### config.mk
export PLATFORM = sky130hd
export DESIGN_NAME = ditr_regs
export DESIGN_NICKNAME = d
export VERILOG_FILES = /design/src/hdl/ditr_pkg.sv /design/src/hdl/ditr_regs.sv
export SDC_FILE = /design/constraint.sdc
export NUM_CORES = 1
export LEC_CHECK = 0
export ABC_AREA = 1
export BUFFER_PORTS_ARGS = -buffer_cell sky130_fd_sc_hd__clkbuf_2
export CAP_MARGIN = 25
export CORE_ASPECT_RATIO = 1.25
export CORE_UTILIZATION = 38
export DETAILED_ROUTE_END_ITERATION = 12
export GPL_TIMING_DRIVEN = 0
export PLACE_DENSITY = 0.77
export SLEW_MARGIN = 20
export SYNTH_ARGS = -nofsm -noshare
export SYNTH_HDL_FRONTEND = slang
export SYNTH_SLANG_ARGS = --single-unit
### constraint.sdc
create_clock -name mclk -period 1.1 [get_ports mclk]
set_input_delay 0.11 -clock mclk [delete_from_list [all_inputs] [get_ports mclk]]
set_output_delay 0.11 -clock mclk [all_outputs]
set_load 0.01 [all_outputs]
### src/hdl/ditr_pkg.sv
// package: register map, field positions and reset values of the integration/tag block
package ditr_pkg;
    localparam int          ADDR_W          = 4;
    localparam int          TAG_W           = 8;
    // word addresses (byte address / 4)
    localparam logic [3:0]  ADDR_OUT_DRIVE  = 4'h0;
    localparam logic [3:0]  ADDR_IN_SAMPLE  = 4'h1;
    localparam logic [3:0]  ADDR_MODE_CTRL  = 4'h2;
    localparam logic [3:0]  ADDR_TAG_SET    = 4'h3;
    localparam logic [3:0]  ADDR_TAG_CLEAR  = 4'h4;
    // field positions
    localparam int          MODE_EN_BIT     = 0;
    localparam int          OUT_DEBUG_ACKNOWLEDGE_OUT_BIT  = 0;
    localparam int          OUT_PMU_BIT     = 4;
    localparam int          OUT_RESTART_BIT = 9;
    localparam int          IN_EDBG_BIT     = 0;
    localparam int          IN_IRQ_BIT      = 1;
    localparam int          IN_FIQ_BIT      = 2;
    // reset values
    localparam logic        RST_RESTART     = 1'b0;
    localparam logic        RST_PMU         = 1'b1;
    localparam logic        RST_DEBUG_ACKNOWLEDGE_OUT      = 1'b0;
    localparam logic        RST_MODE_EN     = 1'b0;
    localparam logic [7:0]  RST_TAGS        = 8'h00;
    localparam logic [7:0]  TAGS_ALL_ONES   = 8'hff;
    localparam logic [31:0] UNMAPPED_READ   = 32'h0000_0000;
endpackage : ditr_pkg

### src/hdl/ditr_regs.sv
// module: integration test control and ownership tag registers on avalon-mm
`timescale 1ns/1ps

// How it works
// RQ1: integration_mode_control bit 0 high puts the pins in integration mode, low is normal.
// RQ2: in integration mode software drives covered outputs and samples covered inputs.
// RQ3: output-drive register values reach the pins only while the mode bit is set.
// RQ4: output-drive bit 9 sets the restart acknowledge pin and resets to 0.
// RQ5: output-drive bit 4 set to 1 pulls the active-low perf monitor interrupt low; reset 1.
// RQ6: output-drive bit 0 sets debug acknowledge; other bits are reserved and read zero.
// RQ7: input-sample reads fast interrupt in bit 2, interrupt in 1, debug request in 0.
// RQ8: the three integration registers are not reachable from the coprocessor port.
// RQ9: writing ones to ownership_tag_set sets the matching of eight tags.
// RQ10: reading ownership_tag_set returns all eight tag bits as one.
// RQ11: writing ones to ownership_tag_clear clears the matching tags.
// RQ12: reading ownership_tag_clear returns the tags with upper bits zero.
// RQ13: a debug logic reset clears all ownership tags.
// RQ14: with the mode bit low, functional logic drives the covered output pins.
module ditr_regs (
    input  wire logic                          mclk,
    input  wire logic                          rst,
    input  wire logic                          dbg_logic_rst,
    // avalon-mm slave
    input  wire logic [ditr_pkg::ADDR_W-1:0]   avs_address,
    input  wire logic                          avs_read,
    input  wire logic                          avs_write,
    input  wire logic [31:0]                   avs_writedata,
    input  wire logic [3:0]                    avs_byteenable,
    output logic      [31:0]                   avs_readdata,
    output logic                               avs_waitrequest,
    // coprocessor register port
    input  wire logic [ditr_pkg::ADDR_W-1:0]   cp_address,
    input  wire logic                          cp_read,
    input  wire logic                          cp_write,
    input  wire logic [31:0]                   cp_writedata,
    output logic      [31:0]                   cp_readdata,
    // functional values of the covered outputs
    input  wire logic                          func_restart_ack,
    input  wire logic                          func_perf_irq_n,
    input  wire logic                          func_debug_ack,
    // pins
    output logic                               restart_acknowledge_out,
    output logic                               perf_monitor_interrupt_n,
    output logic                               debug_acknowledge_out,
    input  wire logic                          fast_interrupt_n,
    input  wire logic                          interrupt_request_n,
    input  wire logic                          external_debug_request,
    output logic                               integration_mode
);

    logic        resp_q;
    logic        mode_en_q;
    logic        out_restart_q;
    logic        out_pmu_q;
    logic        out_debug_acknowledge_out_q;
    logic [7:0]  tags_q;
    logic [2:0]  pin_s1_q;
    logic [2:0]  pin_s2_q;
    logic        acc_wr;
    logic        acc_rd;
    logic        cp_wr;
    logic [31:0] rd_d;
    logic [31:0] cp_rd_d;
    logic [7:0]  set_mask;
    logic [7:0]  clr_mask;

    // one wait cycle: request taken on the edge where waitrequest is low
    assign avs_waitrequest = (avs_read | avs_write) & ~resp_q;
    assign acc_wr          = avs_write & resp_q;
    assign acc_rd          = avs_read & resp_q;
    assign cp_wr           = cp_write;

    always_ff @(posedge mclk or posedge rst) begin
        if (rst) begin
            resp_q <= 1'b0;
        end else begin
            resp_q <= (avs_read | avs_write) & ~resp_q;
        end
    end

    // integration mode enable, bus only
    always_ff @(posedge mclk or posedge rst) begin
        if (rst) begin
            mode_en_q <= ditr_pkg::RST_MODE_EN;
        end else if (acc_wr && avs_address == ditr_pkg::ADDR_MODE_CTRL
                     && avs_byteenable[0]) begin
            mode_en_q <= avs_writedata[ditr_pkg::MODE_EN_BIT]; // [RQ1] [RQ8]
        end
    end

    // output drive register, bus only
    always_ff @(posedge mclk or posedge rst) begin
        if (rst) begin
            out_restart_q <= ditr_pkg::RST_RESTART; // [RQ4]
            out_pmu_q     <= ditr_pkg::RST_PMU;     // [RQ5]
            out_debug_acknowledge_out_q  <= ditr_pkg::RST_DEBUG_ACKNOWLEDGE_OUT;
        end else if (acc_wr && avs_address == ditr_pkg::ADDR_OUT_DRIVE) begin
            if (avs_byteenable[1]) begin
                out_restart_q <= avs_writedata[ditr_pkg::OUT_RESTART_BIT]; // [RQ4] [RQ8]
            end
            if (avs_byteenable[0]) begin
                out_pmu_q    <= avs_writedata[ditr_pkg::OUT_PMU_BIT];      // [RQ5]
                out_debug_acknowledge_out_q <= avs_writedata[ditr_pkg::OUT_DEBUG_ACKNOWLEDGE_OUT_BIT];   // [RQ6]
            end
        end
    end

    // tag set and clear masks from either access path
    always_comb begin
        set_mask = '0;
        clr_mask = '0;
        if (acc_wr && avs_byteenable[0]) begin
            if (avs_address == ditr_pkg::ADDR_TAG_SET) begin
                set_mask = avs_writedata[7:0]; // [RQ9]
            end else if (avs_address == ditr_pkg::ADDR_TAG_CLEAR) begin
                clr_mask = avs_writedata[7:0]; // [RQ11]
            end
        end
        if (cp_wr) begin
            if (cp_address == ditr_pkg::ADDR_TAG_SET) begin
                set_mask = set_mask | cp_writedata[7:0]; // [RQ9]
            end else if (cp_address == ditr_pkg::ADDR_TAG_CLEAR) begin
                clr_mask = clr_mask | cp_writedata[7:0]; // [RQ11]
            end
        end
    end

    // ownership tags; a set in the same cycle wins over a clear
    always_ff @(posedge mclk or posedge rst) begin
        if (rst) begin
            tags_q <= ditr_pkg::RST_TAGS;
        end else if (dbg_logic_rst) begin
            tags_q <= ditr_pkg::RST_TAGS; // [RQ13]
        end else begin
            tags_q <= (tags_q & ~clr_mask) | set_mask; // [RQ9] [RQ11]
        end
    end

    // input pins pass two flip-flops
    always_ff @(posedge mclk or posedge rst) begin
        if (rst) begin
            pin_s1_q <= '0;
            pin_s2_q <= '0;
        end else begin
            pin_s1_q <= {fast_interrupt_n, interrupt_request_n, external_debug_request};
            pin_s2_q <= pin_s1_q;
        end
    end

    // bus read mux
    always_comb begin
        rd_d = ditr_pkg::UNMAPPED_READ;
        if (avs_address == ditr_pkg::ADDR_OUT_DRIVE) begin
            rd_d[ditr_pkg::OUT_RESTART_BIT] = out_restart_q; // [RQ6]
            rd_d[ditr_pkg::OUT_PMU_BIT]     = out_pmu_q;
            rd_d[ditr_pkg::OUT_DEBUG_ACKNOWLEDGE_OUT_BIT]  = out_debug_acknowledge_out_q;
        end else if (avs_address == ditr_pkg::ADDR_IN_SAMPLE) begin
            rd_d[ditr_pkg::IN_FIQ_BIT]  = pin_s2_q[2]; // [RQ7] [RQ2]
            rd_d[ditr_pkg::IN_IRQ_BIT]  = pin_s2_q[1];
            rd_d[ditr_pkg::IN_EDBG_BIT] = pin_s2_q[0];
        end else if (avs_address == ditr_pkg::ADDR_MODE_CTRL) begin
            rd_d[ditr_pkg::MODE_EN_BIT] = mode_en_q;
        end else if (avs_address == ditr_pkg::ADDR_TAG_SET) begin
            rd_d[7:0] = ditr_pkg::TAGS_ALL_ONES; // [RQ10]
        end else if (avs_address == ditr_pkg::ADDR_TAG_CLEAR) begin
            rd_d[7:0] = tags_q; // [RQ12]
        end
    end

    // coprocessor read mux: integration registers read zero
    always_comb begin
        cp_rd_d = ditr_pkg::UNMAPPED_READ;
        if (cp_address == ditr_pkg::ADDR_TAG_SET) begin
            cp_rd_d[7:0] = ditr_pkg::TAGS_ALL_ONES; // [RQ10] [RQ8]
        end else if (cp_address == ditr_pkg::ADDR_TAG_CLEAR) begin
            cp_rd_d[7:0] = tags_q; // [RQ12]
        end
    end

    // read data registers
    always_ff @(posedge mclk or posedge rst) begin
        if (rst) begin
            avs_readdata <= '0;
            cp_readdata  <= '0;
        end else begin
            if (avs_read && !resp_q) begin
                avs_readdata <= rd_d;
            end
            if (cp_read) begin
                cp_readdata <= cp_rd_d;
            end
        end
    end

    // covered output pins
    always_comb begin
        if (mode_en_q) begin
            restart_acknowledge_out  = out_restart_q; // [RQ3] [RQ4] [RQ2]
            perf_monitor_interrupt_n = ~out_pmu_q;    // [RQ5]
            debug_acknowledge_out    = out_debug_acknowledge_out_q;  // [RQ6]
        end else begin
            restart_acknowledge_out  = func_restart_ack; // [RQ14] [RQ1]
            perf_monitor_interrupt_n = func_perf_irq_n;
            debug_acknowledge_out    = func_debug_ack;
        end
    end
    assign integration_mode = mode_en_q;
endmodule : ditr_regs

==> impl_metrics.yaml, run 1 <==
clock_network:
  cts-htree-levels: 2
  clockRootBuffer: "clkbuf_8"
  numClockSinks: 36
  clk_pin_slew_ns: 0.07
  cts_tree: "built"
  insertion_delay_ns: 0.30
  cts.path.max_buffers: 2
  numCtsBuffers: 5
route:
  vias: 2256
  drc_errors: 0
  drtIter0Drc: 102
  viasPerCell: 4.52
  wl_um: 5800
  dr.pass1.iters: 4
  wire_per_inst_um: 11.6
  antenna_left: 0
global_route:
  track_usage_pct: 17.8
  grt_max_degree: 37
  antenna_found_initial: 0
  gr-total-overflow: 0
  grt_pass1_wl_um: 8780
  grt_pass1_vias: 1911
worst_setup_path:
  path_depth: 3
  crit_start: "resp_q$_DFF_PP0_"
  reg2reg_depth: 6
  crit_path_cell_trace: "buf_8, nor2_4, buf_6"
  worstSetupPathType: "reg -> out"
  end_kind: "output pin"
  worstPathArrival_ns: 1.10
  max_stage_delay_ns: 0.44
  timing.rr.start: "resp_q$_DFF_PP0_"
  crit_slowest_cell: "dfrtp_2"
  start_kind: "register"
  critical_path.top_delay_family: "flip-flops"
  timing.critical_path.buf_inv: 2
  path_max_fanout: 5
  cp.required_ns: 0.99
cells_and_area:
  area_delta_synth_final_pct: 39.1
  final_area_um2: 3200
  antennaDiodeCount: 0
  fillers: 579
  layout.area.seq_um2: 903
  fin_nets: 521
  layout-drive-gt1-share_pct: 38.1
  stdcell_count: 499
  multi_input_area_um2: 1150
timing:
  rsz0062_at_grt: "yes"
  min_period_over_period_pct: 110
  fin_worst_skew_ns: 0.0144
  max_freq_ghz: 0.827
  hold_viol_final: 0
  finalSetupViolations: 14
  timing.final.ws_setup_ns: -0.109
  slew_violations: 0
  period_minus_slack_ns: 1.21
  holdWs_ns: 0.0350
  tightest_slew_ns: 0.631
  relSlewSlack_pct: 57.9
logic_synthesis:
  async_flop_share_pct: 100
  yosys.area.top_type: "dfrtp_1"
  synth_top_area_share_pct: 38.0
  synth.area.top_cells: "dfrtp_1 (38%), buf_4 (16%), nor2_1 (9.1%), nand2_1 (7.5%), inv_1 (5.5%)"
  ys_types: 24
  syn_avg_cell_area_um2: 7.47
  syn_area_um2: 2300
  yosysWarnings: 0
  synth_ff_type: "dfrtp_1"
  ys_ff_latch: 36
  synth_edf_count: 0
  seq_area_frac_synth_pct: 39.2
  synthTopCellsByCount: "nor2_1 (56), buf_4 (48), nand2_1 (46), dfrtp_1 (35), inv_1 (34)"
  synthCells: 308
  yosysMostFrequentCell: "nor2_1"
hold_path:
  min_path_cells: 3
  hp-start: "avs_writedata[9]"
  worstHoldPathType: "in -> reg"
floorplan:
  die_x_um: 71.6
  die_area_um2: 6380
  rows: 31
  core_um2: 5820
  initial_core_util_pct: 39.6
  die_h_um: 89.0
  ioPinCount: 158
power_and_ir_drop:
  p_leak_nw: 1.74
  peakVddDrop_v: 0.000513
  total_power_mw: 3.31
  powerDensity_nw_per_um2: 1030
place:
  io_buffers: 57
  dpl-instance-area_um2: 2840
  place_hpwl_um: 4180
  dp_slack_ns: -0.168
  dp.cells: 477
  globalplace.congestion: 0.857
outcome:
  status: "finished, violations left"
  violations: "negative setup slack"
flow_run:
  cap_violations: 0
-- cells by family (layout without fill, tap and decap cells) --
family / Yosys count / in the layout / synth area share [%]
buffers and inverters: 91 / 169 / 23.3
other: 1 / 47 / 0.163
flip-flops: 36 / 36 / 39.2
AND/OR/NAND/NOR: 142 / 143 / 27.5
AO/OA/AOI/OAI: 38 / 38 / 9.84
-- sequential cells by signal (all words and copies together), names as in the netlist --
register	cells
cp_readdata	8
out_pmu_q	1
out_debug_acknowledge_out_q	1
resp_q	1
tags_q	8
integration_mode	1
pin_s2_q	3
pin_s1_q	3
avs_readdata	9
out_restart_q	1
-- metal layers --
layer  routed length (um)  vias to the layer above  track usage [%]  share of wire (%)
met4                   71                        0             5.88                1.2
met5                    0                        -                0                  0
met2                 2960                      101             32.7                 51
met1                 2320                     1001             20.6                 40
met3                  440                        7             3.95                7.6
li1                     -                     1147                -                  -
-- worst paths after layout --
| check | slack, ns | to |
|---|---|---|
| worst min-delay path | 0.04 | out_restart_q$_DFFE_PP0P_ |
| worst max-delay path | -0.11 | avs_waitrequest |
| min in group asynchronous | 0.40 | cp_readdata[3]$_DFFE_PP0P_ |
| worst min register to register | 0.35 | pin_s2_q[0]$_DFF_PP0_ |
| max in group asynchronous | 0.27 | resp_q$_DFF_PP0_ |
| worst max register to register | -0.07 | tags_q[6]$_DFF_PP0_ |
-- per-stage QoR --
stage                     util, %  TNS (ns)
after global placement       48.9    -11.57
after CTS                    52.4    -0.733
final                        55.1    -0.796
after detailed placement     48.9     -1.82
after floorplan                 -         0
after global routing         55.1     -1.97
-- power breakdown --
part	switching [mW]	total (mW)	internal, mW
sequential	0.0658	1.50	1.43
clock	0.464	0.909	0.444
combinational	0.492	0.906	0.414
total	1.02	3.31	2.29
-- placed cells by master, fill, tap and decap left out, drive strengths merged --
cell,n
dfrtp,35
dfstp,1
o211ai,1
nand4,19
clkinv,2
dlygate4sd3,4
o22a,5
buf,69
nand3,16
a31oi,3
inv,33
clkbuf,61
a21oi,9
nand2,47
o21ai,20
nor2,60
conb,47
nor3,1
-- final cells by class --
cell class                      count  area share, %
Multi-Input combinational cell    228           35.9
Sequential cell                    36           28.2
Timing Repair Buffer               70           13.4
Buffer                             57           13.4
Inverter                           34           4.02
Tap cell                           66           2.58
Clock buffer                        7           2.38
Clock inverter                      1          0.156
-- worst reg2reg max path: stages, from the launching register on --
cell,delay [ns]
dfrtp_2,0.44
buf_4,0.16
clkbuf_16,0.14
nand4_1,0.08
nor2_1,0.04
nor2_1,0.12
a21oi_2,0.07
-- timing repair --
item / 4_1_cts / 5_1_grt
hold endpoints to repair: 38 / 0
pin swaps: 3 / 20
buffers inserted: 3 / 5
gates resized for setup: 15 / 36
hold buffers: 4 / 0
endpoints found under the setup margin: 18 / 57
gates cloned: 1 / 1
No activity file was read; power rests on OpenSTA's default activity.
==> run 2, diff against run 1 <==
CORE_ASPECT_RATIO = 1.2   (was 1.25)
CORE_UTILIZATION = 42   (was 38)
clock period = 1.2 ns   (was 1.1 ns; I/O delays follow)
==> run 2 against run 1 <==
The flow still finishes with violations (negative setup slack). Flip-flop and latch count is the same. Non-clock buffer count shrank 3. Hold slack better by 0.0090 ns. Highest routed layer unchanged. First-iteration DRC count is 13% higher. Critical path depth unchanged. Die area is 9.3% lower. Power down 4.1%. Cell count shrank 1.4%.
==> impl_metrics.yaml, run 2 (synthesis results as in run 1) <==
power_and_ir_drop:
  peakVddDrop_v: 0.000535
  p_leak_nw: 1.72
  total_power_mw: 3.18
  powerDensity_nw_per_um2: 1020
floorplan:
  die_h_um: 83.1
  initial_core_util_pct: 43.5
  die_area_um2: 5780
  ioPinCount: 158
  rows: 29
  die_x_um: 69.6
  core_um2: 5300
worst_setup_path:
  cp.required_ns: 1.08
  r2r_end: "tags_q[3]$_DFF_PP0_"
  timing.critical_path.buf_inv: 2
  crit_path_cell_trace: "clkbuf_8, nor2_4, clkbuf_2"
  end_kind: "output pin"
  max_stage_delay_ns: 0.42
  reg2reg_depth: 6
  timing.rr.start: "resp_q$_DFF_PP0_"
  path_max_fanout: 10
  worstPathArrival_ns: 1.10
  r2r_slack_ns: 0.02
  start_kind: "register"
  critical_path.top_delay_family: "flip-flops"
  worstSetupPathType: "reg -> out"
  crit_slowest_cell: "dfrtp_1"
route:
  drc_errors: 0
  vias: 2250
  wire_per_inst_um: 11.1
  drtIter0Drc: 115
  wl_um: 5440
  antenna_left: 0
  viasPerCell: 4.57
  dr.pass1.iters: 4
place:
  place_hpwl_um: 4010
  globalplace.congestion: 0.877
  dp.cells: 473
  io_buffers: 57
clock_network:
  numClockSinks: 36
  clockRootBuffer: "clkbuf_8"
  cts-htree-levels: 2
  insertion_delay_ns: 0.29
  numCtsBuffers: 5
  clk_pin_slew_ns: 0.07
  cts_tree: "built"
  cts.path.max_buffers: 2
hold_path:
  whs_endpoint: "out_restart_q$_DFFE_PP0P_"
  worstHoldPathType: "in -> reg"
  hp-start: "avs_writedata[9]"
  min_path_cells: 3
timing:
  rsz0062_at_grt: "yes"
  max_freq_ghz: 0.818
  timing.final.ws_setup_ns: -0.0223
  min_period_over_period_pct: 102
  tightest_slew_ns: 0.745
  hold_viol_final: 0
  fin_worst_skew_ns: 0.00834
  relSlewSlack_pct: 50.3
  period_minus_slack_ns: 1.22
  finalSetupViolations: 2
  holdWs_ns: 0.0440
  slew_violations: 0
cells_and_area:
  final_cell_mix: "clkbuf_2 (55), nor2_1 (52), buf_4 (52), conb_1 (47), nand2_1 (45)"
  largest_reg_flops: 9
  antennaDiodeCount: 0
  stdcell_count: 492
  area_delta_synth_final_pct: 34.9
  fin_nets: 518
  mostFrequentLayoutCell: "clkbuf_2"
  top_regs: "avs_readdata (9), cp_readdata (8), tags_q (8)"
  max_flop_register: "avs_readdata"
  utilization_pct: 58.6
  layout-drive-gt1-share_pct: 34.4
global_route:
  antenna_found_initial: 0
  gr-total-overflow: 0
  grt_pass1_wl_um: 8630
  grt_pass1_vias: 1977
  track_usage_pct: 18.4
  grt_max_degree: 37
outcome:
  status: "finished, violations left"
  violations: "negative setup slack"
flow_run:
  cap_violations: 0
run 2: worst register-to-register path, stage by stage, from the launching register on:
cell,delay (ns)
dfrtp_1,0.41
buf_6,0.17
nand3_4,0.13
nor2_2,0.12
nand2_1,0.06
nand3_1,0.09
a21oi_1,0.06
run 2: power by group:
part	total (mW)	leakage (nW)	switching, mW	internal [mW]
registers	1.36	0.460	0.0541	1.31
clock network	1.05	0.0552	0.432	0.617
logic	0.764	1.20	0.431	0.333
total	3.18	1.72	0.917	2.26
run 2: how the worst max path moves through the flow:
stage / from / end / slack, ns / depth (start not counted)
2_1_floorplan: resp_q$_DFF_PP0_ / avs_readdata[4]$_DFFE_PP0P_ / 0.1 / 5
3_3_place_gp: rst / pin_s1_q[0]$_DFF_PP0_ / -0.20 / 2
3_5_place_dp: resp_q$_DFF_PP0_ / tags_q[0]$_DFF_PP0_ / -0.09 / 6
4_1_cts: integration_mode$_DFFE_PP0P_ / perf_monitor_interrupt_n / -0.002 / 4
5_1_grt: integration_mode$_DFFE_PP0P_ / perf_monitor_interrupt_n / -0.07 / 4
6_report: resp_q$_DFF_PP0_ / avs_waitrequest / -0.02 / 3
run 2: cell type report:
cell class	instances	area, um^2
inverter	34	128
clock buffer	6	72.6
sequential	36	902
clock inverter	2	35.0
multi-input combinational	228	1100
fill	513	2190
tap	62	77.6
timing repair buffer	67	368
buffer	57	423
run 2: what timing repair did:
item,in CTS,in global routing
setup endpoints to repair,14,15
pin swaps,2,8
gates cloned,0,2
hold buffers,4,0
buffers inserted,5,0
hold endpoints to repair,38,0
resized for setup,9,14
run 2: per-layer routing:
layer  routed length (um)  vias up  GRT usage (%)
met2                 2620      104           31.0
met1                 2260      990           23.2
li1                     -     1140              -
met5                    0        -              0
met3                  432       16           4.37
met4                  127        0           5.94
run 2: stage by stage:
step	TNS [ns]	setup slack, ns	area, um^2
2_1_floorplan	0	0.0994	2470
3_3_place_gp	-7.03	-0.197	2840
3_5_place_dp	-0.479	-0.0858	2840
4_1_cts	-0.00198	-0.00198	3050
5_1_grt	-0.427	-0.0684	3110
6_report	-0.0439	-0.0223	3110
==> run 3, diff against run 2 <==
CORE_ASPECT_RATIO = 2   (was 1.2)
==> run 3 against run 2 <==
The run still ends with negative setup slack left. Power up 2.0%. Cell count rose by 0.20%. Cell area up 1.6%. Clock skew decreased by 0.0047 ns. Hold slack worse by 0.0031 ns. Critical path depth did not move. Global-route usage is 3.4 points higher. Register-to-register slack got worse by 0.02 ns. Routed wire length rose by 12%. Count of clock-buffer cells in the layout unchanged. Flip-flop and latch count stayed put. Sequential share of layout area is 0.45 points lower.
==> impl_metrics.yaml, run 3 (synthesis results as in run 1) <==
outcome:
  status: "finished, violations left"
  violations: "negative setup slack"
hold_path:
  hp-start: "avs_writedata[9]"
  min_path_cells: 3
  worstHoldPathType: "in -> reg"
route:
  viasPerCell: 4.68
  drtIter0Drc: 97
  dr.pass1.iters: 4
  drc_errors: 0
  wl_um: 6090
  antenna_left: 0
  wire_per_inst_um: 12.4
  vias: 2309
cells_and_area:
  max_flop_register: "avs_readdata"
  mostFrequentLayoutCell: "buf_4"
  top_regs: "avs_readdata (9), cp_readdata (8), tags_q (8)"
  fin_nets: 523
  stdcell_count: 493
  final_cell_mix: "buf_4 (56), clkbuf_2 (53), nor2_1 (47), conb_1 (47), nand2_1 (46)"
  area_delta_synth_final_pct: 37.1
  largest_reg_flops: 9
  layout-drive-gt1-share_pct: 36.1
  antennaDiodeCount: 0
power_and_ir_drop:
  power.internal_mw: 2.29
  peakVddDrop_v: 0.000678
  clockPowerShare_pct: 33.0
  power_frac_comb_pct: 24.8
  power_frac_seq_pct: 42.2
  powerDensity_nw_per_um2: 1030
  switchingPower_uw: 953
  total_power_mw: 3.24
  swShare_pct: 29.4
  p_leak_nw: 1.74
clock_network:
  clk_pin_slew_ns: 0.07
  cts.path.max_buffers: 2
  cts_tree: "built"
  cts-htree-levels: 2
  clockRootBuffer: "clkbuf_8"
  insertion_delay_ns: 0.29
  numClockSinks: 36
  numCtsBuffers: 5
flow_run:
  cap_violations: 0
worst_setup_path:
  start_kind: "register"
  worstPathArrival_ns: 1.10
  crit_start: "resp_q$_DFF_PP0_"
  worstSetupPathType: "reg -> out"
  path_max_fanout: 3
  cp.required_ns: 1.08
  timing.rr.start: "resp_q$_DFF_PP0_"
  end_kind: "output pin"
  reg2reg_depth: 6
timing:
  finalSetupViolations: 1
  timing.final.ws_setup_ns: -0.0154
  hold_viol_final: 0
  relSlewSlack_pct: 48.6
  tightest_slew_ns: 0.769
  fin_worst_skew_ns: 0.00364
  max_freq_ghz: 0.823
  tns_ns: -0.0154
  slew_violations: 0
  min_period_over_period_pct: 101
  rsz0062_at_grt: "yes"
  period_minus_slack_ns: 1.22
place:
  dp.cells: 469
  place_hpwl_um: 4410
  globalplace.congestion: 0.875
  io_buffers: 57
floorplan:
  die_x_um: 54.4
  die_h_um: 107
  initial_core_util_pct: 44.4
  rows: 37
  ioPinCount: 158
  die_area_um2: 5800
  core_um2: 5180
global_route:
  grt_pass1_wl_um: 9080
  antenna_found_initial: 0
  grt_pass1_vias: 2085
  gr-total-overflow: 0
  track_usage_pct: 21.9
  grt_max_degree: 37
## run 3: changes by cell type in the layout (fill, tap and decap cells not counted), moves of 2 or more
cell | before | now
nor2_2 | 4 | 10
nor2_1 | 52 | 47
buf_4 | 52 | 56
o21ai_1 | 2 | 5
buf_6 | 2 | 4
clkbuf_2 | 55 | 53
o21ai_0 | 17 | 15
## run 3: final cells by class
| class | instances | area [um^2] |
|---|---|---|
| Inverter | 34 | 128 |
| Fill cell | 481 | 2030 |
| Multi-Input combinational cell | 228 | 1110 |
| Clock buffer | 6 | 72.6 |
| Timing Repair Buffer | 72 | 415 |
| Tap cell | 58 | 72.6 |
| Sequential cell | 36 | 902 |
| Clock inverter | 2 | 35.0 |
| Buffer | 57 | 423 |
## run 3: worst max-delay path: stages, from the launching register on
cell	delay, ns
dfrtp_1	0.42
clkbuf_8	0.16
nor2_4	0.11
buf_6	0.12
## run 3: routing by layer
layer	track usage, %	routed length (um)
met1	22.7	2110
met2	37.7	3290
met3	4.26	468
met4	13.2	231
met5	0	0
## run 3: through the flow
stage          util, %  area [um^2]  hold WS [ns]  worst slack (ns)
6_report          60.9         3160        0.0408           -0.0154
5_1_grt           60.9         3160        0.0643           -0.0629
4_1_cts           58.9         3050        0.0455          0.000367
3_5_place_dp      54.6         2830         0.231            -0.115
3_3_place_gp      54.6         2830         0.233            -0.185
2_1_floorplan        -         2470         0.151            0.0994
## run 3: power groups by stage
stage	combinational (mW)	sequential [mW]	clock, mW
after global routing	0.892	1.38	1.13
final	0.805	1.37	1.07
after detailed placement	0.679	1.39	0
after global placement	0.664	1.38	0
after CTS	0.737	1.37	1.07
after floorplan	0.440	1.40	0
## run 3: path summary, 6_finish.rpt
check | end | slack [ns]
setup / recovery | avs_waitrequest | -0.02
hold reg to reg | pin_s2_q[0]$_DFF_PP0_ | 0.35
hold / removal | out_restart_q$_DFFE_PP0P_ | 0.04
max in group asynchronous | pin_s2_q[0]$_DFF_PP0_ | 0.21
min in group asynchronous | cp_readdata[6]$_DFFE_PP0P_ | 0.50
setup reg to reg | tags_q[2]$_DFF_PP0_ | 0
## run 3: repair_timing
item / CTS / global route
setup buffers: 4 / 6
cloned: 1 / 1
pin swaps: 2 / 6
setup endpoints to repair: 16 / 18
endpoints found under the hold margin: 38 / 0
resized for setup: 10 / 22
hold buffers: 4 / 0
